File: src/hed_pkg.sv
/*
  Shared constants, types and functions of the 32-bit single-correct,
  double-detect Hamming unit: modes, error classes, the parity matrix.
  Assumes nothing of its surroundings; imported whole by every module.
*/
package hed_pkg;

  localparam int DATA_W = 32;
  localparam int CHK_W  = 7;
  localparam int IDX_W  = 5;

  // Request modes presented with each access
  localparam logic [1:0] MODE_WRITE   = 2'h0;
  localparam logic [1:0] MODE_DETECT  = 2'h1;
  localparam logic [1:0] MODE_CORRECT = 2'h2;
  localparam logic [1:0] MODE_SCRUB   = 2'h3;

  // Check bit 0 high on an odd count, bits 1-2 odd parity, bits 3-6 even parity
  localparam logic [CHK_W-1:0] CHK_INV = 7'h06;

  // Syndrome is the complement of the difference, so a clean word reads all ones
  localparam logic [CHK_W-1:0] SYN_CLEAN = 7'h7F;
  localparam logic [CHK_W-1:0] SYN_ZERO  = 7'h00;

  // Column of the parity matrix for each data bit, bit 31 first
  // Columns 31, 30, 28 and 24 fix the given codes
  localparam logic [DATA_W-1:0][CHK_W-1:0] COL_TAB = {
    7'h75, 7'h70, 7'h52, 7'h6B, 7'h51, 7'h4C, 7'h4A, 7'h62,
    7'h49, 7'h46, 7'h45, 7'h43, 7'h38, 7'h34, 7'h32, 7'h31,
    7'h2C, 7'h2A, 7'h29, 7'h26, 7'h25, 7'h23, 7'h1C, 7'h1A,
    7'h19, 7'h16, 7'h15, 7'h13, 7'h0E, 7'h0D, 7'h0B, 7'h07
  };

  localparam logic [IDX_W-1:0] IDX_RST = 5'h00;
  localparam logic [2:0]       CIDX_RST = 3'h0;

  typedef enum logic [2:0] {
    CLS_NONE,
    CLS_DATA,
    CLS_CHECK,
    CLS_DOUBLE,
    CLS_MULTI
  } hed_cls_t;

  // Seven check bits of a data word, each a parity over its matrix row
  function automatic logic [CHK_W-1:0] hed_parity(input logic [DATA_W-1:0] d);
    logic [CHK_W-1:0] p;
    p = '0;
    for (int i = 0; i < DATA_W; i++) begin
      if (d[i]) begin
        p = p ^ COL_TAB[i];
      end
    end
    return p ^ CHK_INV;
  endfunction : hed_parity

  function automatic logic [2:0] hed_weight(input logic [CHK_W-1:0] v);
    logic [2:0] w;
    w = '0;
    for (int i = 0; i < CHK_W; i++) begin
      w = w + {2'b00, v[i]};
    end
    return w;
  endfunction : hed_weight

endpackage : hed_pkg

File: src/hed_error_correction_unit.sv
/*
  Error correction unit between processor data bus and DRAM: generates
  check bits on writes, checks, flags and corrects on reads, and turns
  refresh passes into scrub write-backs.
  Assumes the memory controller issues one request per enabled cycle and
  returns stored data with its check bits in the same cycle as the request.
*/
`timescale 1ns/1ps
module hed_error_correction_unit
  import hed_pkg::*;
(
  input  wire logic              clk,
  input  wire logic              reset_n,
  input  wire logic              clk_en,
  input  wire logic              req_valid,
  input  wire logic [1:0]        req_mode,
  input  wire logic [DATA_W-1:0] req_wdata,
  input  wire logic [DATA_W-1:0] mem_rdata,
  input  wire logic [CHK_W-1:0]  mem_rcheck,
  output logic                   rsp_valid_r,
  output logic      [DATA_W-1:0] rsp_data_r,
  output logic      [CHK_W-1:0]  rsp_check_r,
  output logic      [CHK_W-1:0]  syndrome_r,
  output logic                   single_err_r,
  output logic                   multi_err_r,
  output logic      [IDX_W-1:0]  err_index_r,
  output logic                   err_in_check_r,
  output logic                   wb_valid_r,
  output logic                   cpu_wait_r
);

  typedef enum logic {ST_RUN, ST_HOLD} hed_state_t;

  ////////////////////////////////////////////////////////////////////////////
  // Check and decode

  logic             fire;
  logic             is_write;
  logic             is_read;
  logic [DATA_W-1:0] gen_in;
  logic [CHK_W-1:0] gen_check;
  logic [CHK_W-1:0] syn_now;
  hed_cls_t         cls_now;
  logic [IDX_W-1:0] idx_now;
  logic [2:0]       cidx_now;
  logic [DATA_W-1:0] fixed_data;
  logic [CHK_W-1:0] fixed_check;

  assign fire     = clk_en && req_valid;
  assign is_write = (req_mode == MODE_WRITE);
  assign is_read  = !is_write;
  // Sharing one generator between write and read keeps a single matrix copy
  assign gen_in   = is_write ? req_wdata : mem_rdata;

  hed_chkgen u_chkgen (
    .data  (gen_in),
    .check (gen_check)
  );

  // Stored check bits come back from memory beside the data
  assign syn_now = ~(gen_check ^ mem_rcheck);

  hed_syndec u_syndec (
    .syndrome       (syn_now),
    .cls            (cls_now),
    .data_bit_index (idx_now),
    .check_index    (cidx_now)
  );

  always_comb begin
    fixed_data  = mem_rdata;
    fixed_check = gen_check;
    if (cls_now == CLS_DATA) begin
      fixed_data  = mem_rdata ^ (DATA_W'(1) << idx_now);
      fixed_check = gen_check ^ ~syn_now;
    end
  end

  ////////////////////////////////////////////////////////////////////////////
  // Response registers

  hed_state_t       state_r;
  hed_state_t       state_nxt;
  logic             rsp_valid_nxt;
  logic [DATA_W-1:0] rsp_data_nxt;
  logic [CHK_W-1:0] rsp_check_nxt;
  logic [CHK_W-1:0] syndrome_nxt;
  logic             single_err_nxt;
  logic             multi_err_nxt;
  logic [IDX_W-1:0] err_index_nxt;
  logic             err_in_check_nxt;
  logic             wb_valid_nxt;
  logic             cpu_wait_nxt;
  logic             any_err;
  logic             fixable;

  assign any_err = (cls_now != CLS_NONE);
  assign fixable = (cls_now == CLS_NONE) || (cls_now == CLS_DATA) ||
                   (cls_now == CLS_CHECK);

  always_comb begin
    state_nxt        = state_r;
    rsp_valid_nxt    = 1'b0;
    rsp_data_nxt     = rsp_data_r;
    rsp_check_nxt    = rsp_check_r;
    syndrome_nxt     = syndrome_r;
    single_err_nxt   = single_err_r;
    multi_err_nxt    = multi_err_r;
    err_index_nxt    = err_index_r;
    err_in_check_nxt = err_in_check_r;
    wb_valid_nxt     = 1'b0;
    cpu_wait_nxt     = cpu_wait_r;
    if (fire) begin
      rsp_valid_nxt = 1'b1;
      if (is_write) begin
        rsp_data_nxt     = req_wdata;
        rsp_check_nxt    = gen_check;
        syndrome_nxt     = SYN_CLEAN;
        single_err_nxt   = 1'b0;
        multi_err_nxt    = 1'b0;
        err_index_nxt    = IDX_RST;
        err_in_check_nxt = 1'b0;
      end else begin
        syndrome_nxt     = syn_now;
        // Single: data or check bit; unmatched odd codes raise both flags
        single_err_nxt   = (cls_now == CLS_DATA) || (cls_now == CLS_CHECK) ||
                           (cls_now == CLS_MULTI);
        multi_err_nxt    = (cls_now == CLS_DOUBLE) ||
                           (cls_now == CLS_MULTI);
        err_index_nxt    = (cls_now == CLS_CHECK) ? {2'b00, cidx_now} : idx_now;
        err_in_check_nxt = (cls_now == CLS_CHECK);
        case (req_mode)
          MODE_DETECT: begin
            // Raw data reaches the processor at once; it waits on an error
            rsp_data_nxt  = mem_rdata;
            rsp_check_nxt = mem_rcheck;
            if (any_err) begin
              state_nxt    = ST_HOLD;
              cpu_wait_nxt = 1'b1;
            end
          end
          MODE_CORRECT: begin
            rsp_data_nxt  = fixed_data;
            rsp_check_nxt = fixed_check;
            // Write back only when something was repaired
            wb_valid_nxt  = fixable && any_err;
          end
          default: begin
            rsp_data_nxt  = fixed_data;
            rsp_check_nxt = fixed_check;
            // A multibit word is left as is rather than made worse
            wb_valid_nxt  = fixable;
          end
        endcase
        if (state_r == ST_HOLD && req_mode != MODE_DETECT) begin
          state_nxt    = ST_RUN;
          cpu_wait_nxt = 1'b0;
        end
      end
    end
  end

  always_ff @(posedge clk) begin
    if (!reset_n) begin
      state_r        <= ST_RUN;
      rsp_valid_r    <= 1'b0;
      rsp_data_r     <= '0;
      rsp_check_r    <= '0;
      syndrome_r     <= SYN_CLEAN;
      single_err_r   <= 1'b0;
      multi_err_r    <= 1'b0;
      err_index_r    <= IDX_RST;
      err_in_check_r <= 1'b0;
      wb_valid_r     <= 1'b0;
      cpu_wait_r     <= 1'b0;
    end else if (clk_en) begin
      state_r        <= state_nxt;
      rsp_valid_r    <= rsp_valid_nxt;
      rsp_data_r     <= rsp_data_nxt;
      rsp_check_r    <= rsp_check_nxt;
      syndrome_r     <= syndrome_nxt;
      single_err_r   <= single_err_nxt;
      multi_err_r    <= multi_err_nxt;
      err_index_r    <= err_index_nxt;
      err_in_check_r <= err_in_check_nxt;
      wb_valid_r     <= wb_valid_nxt;
      cpu_wait_r     <= cpu_wait_nxt;
    end
  end
endmodule : hed_error_correction_unit

File: src/hed_chkgen.sv
/*
  Check-bit generator: seven parity bits over a 32-bit word.
  Purely combinational; the caller registers the result.
*/
`timescale 1ns/1ps
module hed_chkgen
  import hed_pkg::*;
(
  input  wire logic [DATA_W-1:0] data,
  output logic      [CHK_W-1:0]  check
);

  always_comb begin
    check = hed_parity(data);
  end

endmodule : hed_chkgen

File: src/hed_syndec.sv
/*
  Syndrome decoder: classifies a 7-bit syndrome and names the bad bit.
  Combinational; syndrome uses the all-ones-is-clean convention.
*/
`timescale 1ns/1ps
module hed_syndec
  import hed_pkg::*;
(
  input  wire logic [CHK_W-1:0] syndrome,
  output hed_cls_t              cls,
  output logic      [IDX_W-1:0] data_bit_index,
  output logic      [2:0]       check_index
);

  logic [CHK_W-1:0] diff;
  logic             hit;
  logic [2:0]       wt;

  always_comb begin
    diff           = ~syndrome;
    wt             = hed_weight(diff);
    hit            = 1'b0;
    data_bit_index = IDX_RST;
    check_index    = CIDX_RST;
    for (int i = 0; i < DATA_W; i++) begin
      if (diff == COL_TAB[i]) begin
        hit            = 1'b1;
        data_bit_index = IDX_W'(i);
      end
    end
    for (int k = 0; k < CHK_W; k++) begin
      if (diff == CHK_W'(1 << k)) begin
        check_index = 3'(k);
      end
    end
    if (diff == '0) begin
      cls = CLS_NONE;
    end else if (hit) begin
      cls = CLS_DATA;
    end else if (wt == 3'h1) begin
      cls = CLS_CHECK;
    end else if (!wt[0]) begin
      cls = CLS_DOUBLE;
    end else begin
      cls = CLS_MULTI;
    end
  end

endmodule : hed_syndec

File: config.mk
export PLATFORM = sky130hd
export DESIGN_NAME = hed_error_correction_unit
export DESIGN_NICKNAME = d
export VERILOG_FILES = /design/src/hed_pkg.sv /design/src/hed_error_correction_unit.sv /design/src/hed_chkgen.sv /design/src/hed_syndec.sv
export SDC_FILE = /design/constraint.sdc
export NUM_CORES = 1
export LEC_CHECK = 0
export BUFFER_PORTS_ARGS = -buffer_cell sky130_fd_sc_hd__buf_2
export CAP_MARGIN = 5
export CORE_MARGIN = 2
export CORE_UTILIZATION = 55
export CTS_BUF_LIST = sky130_fd_sc_hd__clkbuf_2 sky130_fd_sc_hd__clkbuf_4 sky130_fd_sc_hd__clkbuf_8
export DETAILED_ROUTE_END_ITERATION = 8
export PLACE_DENSITY_LB_ADDON = 0.25
export SLEW_MARGIN = 20
export SYNTH_ARGS = -nofsm -noshare
export SYNTH_HDL_FRONTEND = slang
export SYNTH_SLANG_ARGS = --single-unit
File: constraint.sdc
create_clock -name clk -period 8.9 [get_ports clk]
set_clock_uncertainty 0.05 [all_clocks]
set_input_delay 0.445 -clock clk [delete_from_list [all_inputs] [get_ports clk]]
set_output_delay 0.445 -clock clk [all_outputs]
set_load 0.02 [all_outputs]
==> impl_metrics.py <==
metrics = {
    "layout": {
        "diodes": 0,
        "num-fill-cells": 843,
        "syn2layout_area_growth_pct": 16.8,
        "final_common_cell": "buf_2",
        "multi_input_area_um2": 4030,
        "drive_above_1_share_pct": 28.7,
        "layout_common_cells": "buf_2 (133), dfxtp_1 (57), xor2_1 (49)",
        "layout.nets": 802,
        "regArea_um2": 1140,
    },
    "clocking": {
        "cts_setup_buffers": 0,
        "worst_skew_pair.late_latency_ns": 0.35,
        "ctsResizeCount": 0,
        "htree_levels": 3,
        "clockRootBuffer": "clkbuf_8",
        "clockBufferDepth": 2,
        "clkSinkCount": 57,
        "cts_made_buffers": 9,
        "ctsHoldBuffers": 0,
        "path_clk_slew_ns": 0.07,
        "cts_tree": "done",
    },
    "yosys": {
        "syn_nets": 685,
        "syn_area_um2": 5420,
        "synth_edf_count": 0,
        "synthArstFlopShare_pct": 0,
        "synthFlopType": "dfxtp_1",
        "ys_seq_area_share_pct": 21.1,
        "synth_area_per_cell_um2": 9.06,
        "yosysUniqueCellTypes": 85,
        "ys_ff_latch": 57,
        "yosysWarnings": 0,
        "synthCells": 598,
    },
    "grt": {
        "grt.total_usage_pct": 32.6,
        "grt-ovfl-total": 0,
        "grt_pass1_wl_mm": 26.0,
        "grt_start_max_net_pins": 50,
        "antenna_found_initial": 0,
        "grt_pass1_vias": 4844,
    },
    "timing": {
        "setup_tns_ns": 0,
        "rsz0062_at_grt": "no",
        "report.final.hold_viol_count": 0,
        "worst_pin_slew_ns": 0.934,
        "slew_headroom_pct": 37.2,
        "max_freq_mhz": 166,
        "fin_crit_ns": 6.04,
        "fin_crit_sh_pct": 67.9,
        "setup_viol": 0,
        "slew_viol_final": 0,
    },
    "critical_path": {
        "critPathRequiredTime_ns": 9.14,
        "crit_path_top_delay_cell": "xnor2_2",
        "cp-start-kind": "primary input",
        "path_max_fanout": 49,
        "slowest_delay_ns": 0.63,
        "reg2reg_depth": 4,
        "cp_cell_sequence": "buf_2 -> inv_1 -> ha_2 -> buf_4 -> inv_4 -> mux2i_1 -> xnor2_1 -> xnor3_1 -> xnor2_2 -> nand3_1 -> nor4_1 -> a211oi_2 -> o21bai_4 -> nand3_1 -> nor3_1 -> mux2i_1 -> a22o_1",
        "end_kind": "flip-flop",
        "crit_type": "primary input to flip-flop",
        "crit_arrival_ns": 6.28,
    },
    "pwr": {
        "power_w": 0.00245,
        "powerDensity_nw_per_um2": 387,
        "ir_drop_uv": 264,
        "power_leakage_nw": 2.87,
    },
    "die": {
        "chipWidth_um": 103,
        "num_rows": 36,
        "coreArea_um2": 9680,
        "pin_count": 134,
        "die_y_um": 103,
        "start_util_pct": 56.0,
        "die-area_um2": 10700,
    },
    "drt": {
        "wl_per_cell_um": 20.6,
        "drt_wl_total_mm": 17.6,
        "first_pass_iters": 5,
        "vias": 5299,
        "drt_first_iter_violations": 372,
        "antenna_left": 0,
        "viasPerCell": 6.21,
        "drc": 0,
    },
    "placed_design": {
        "place_hpwl_mm": 13.6,
        "port_buffers": 133,
        "place.gp.congestion": 0.946,
    },
    "hold_path": {
        "hold_depth": 2,
        "min_path_type": "primary input to flip-flop",
    },
    "outcome": {
        "outcome": "finished clean",
    },
    "flow_run": {
        "max_cap_viol_count": 0,
    },
}
## path summary, 6_finish.rpt
kind | from | endpoint | slack [ns]
setup reg to reg | state_r | state_r | 7.92
setup / recovery | req_mode[0] | rsp_data_r[12] | 2.86
hold / removal | reset_n | syndrome_r[1] | 0.33
hold reg to reg | rsp_data_r[19] | rsp_data_r[19] | 0.41
## routing by layer
metal	vias to the layer above	GRT usage, %	share of wire [%]
li1	2453	-	-
met4	0	7.09	1.0
met2	247	50.7	47
met3	19	6.52	8.6
met1	2580	46.9	44
met5	-	0	0
## state kept, by name, indices dropped and copies added, names as in the netlist
signal and cells:
multi_err_r 1, syndrome_r 7, wb_valid_r 1, rsp_valid_r 1
err_in_check_r 1, state_r 1, err_index_r 5, single_err_r 1
rsp_data_r 32, rsp_check_r 7
## synth_stat cells, types with 6 or more instances
cell type	count	area share [%]
a211oi_1	7	0.97
a21oi_1	19	1.8
a221o_1	7	1.3
a221oi_1	9	1.5
a22o_1	16	2.6
a22oi_1	7	0.97
a31oi_1	17	2.0
a32o_1	9	1.7
buf_2	8	0.74
clkbuf_1	17	1.2
dfxtp_1	57	21
ha_1	7	1.6
inv_1	13	0.90
mux2_2	6	1.2
mux2i_1	48	8.9
nand2_1	38	2.6
nand2b_1	8	0.92
nand3_1	22	2.0
nor2_1	42	2.9
nor2b_1	10	1.2
nor3_1	13	1.2
nor4_1	7	0.81
o21ai_0	17	1.6
o22ai_1	9	1.0
xnor2_1	31	5.0
xnor3_1	13	5.4
xor2_1	49	7.9
## worst max-delay path: cells and delay by family
family,cells,cell delay (ns)
and+or+nand+nor,4,1.68
xor gates and xnor gates,3,1.63
AOI/OAI and AO/OA,3,0.67
adders and majority gates,1,0.18
buffers and inverters,4,1.08
muxes,2,0.54
## power breakdown
group	internal [W]	total (W)	leakage, nW	switching (W)
Combinational	0.000664	0.00189	2.31	0.00122
Clock	0.000139	0.000252	0.0987	0.000113
Sequential	0.000288	0.000307	0.466	0.0000186
Total	0.00109	0.00245	2.87	0.00136
## through the flow
step	utilization [%]	cells	hold WS (ns)	instance area [um^2]	worst slack (ns)
after global placement	63.2	837	0.385	6120	2.69
after CTS	65.3	853	0.326	6320	2.93
after detailed placement	63.2	837	0.402	6120	2.57
after global routing	65.4	853	0.340	6330	2.45
after floorplan	-	598	0.486	5420	3.62
final	65.4	853	0.327	6330	2.86
## cell type report
type                            instances  area share, %
Sequential cell                        57           18.0
Tap cell                              133           2.63
Clock inverter                          5          0.870
Clock buffer                           11           2.29
Timing Repair Buffer                  139           11.2
Multi-Input combinational cell        487           63.6
Inverter                               21           1.36
## logic make-up after synthesis
group / Yosys count / share of synthesized area, %
AOI/OAI and AO/OA: 148 / 20.8
xor gates and xnor gates: 106 / 23.6
adders and majority gates: 10 / 2.72
buffers and inverters: 54 / 4.99
DFF: 57 / 21.1
muxes: 56 / 10.6
and+or+nand+nor: 167 / 16.2
(Power assumes the default switching activity.)
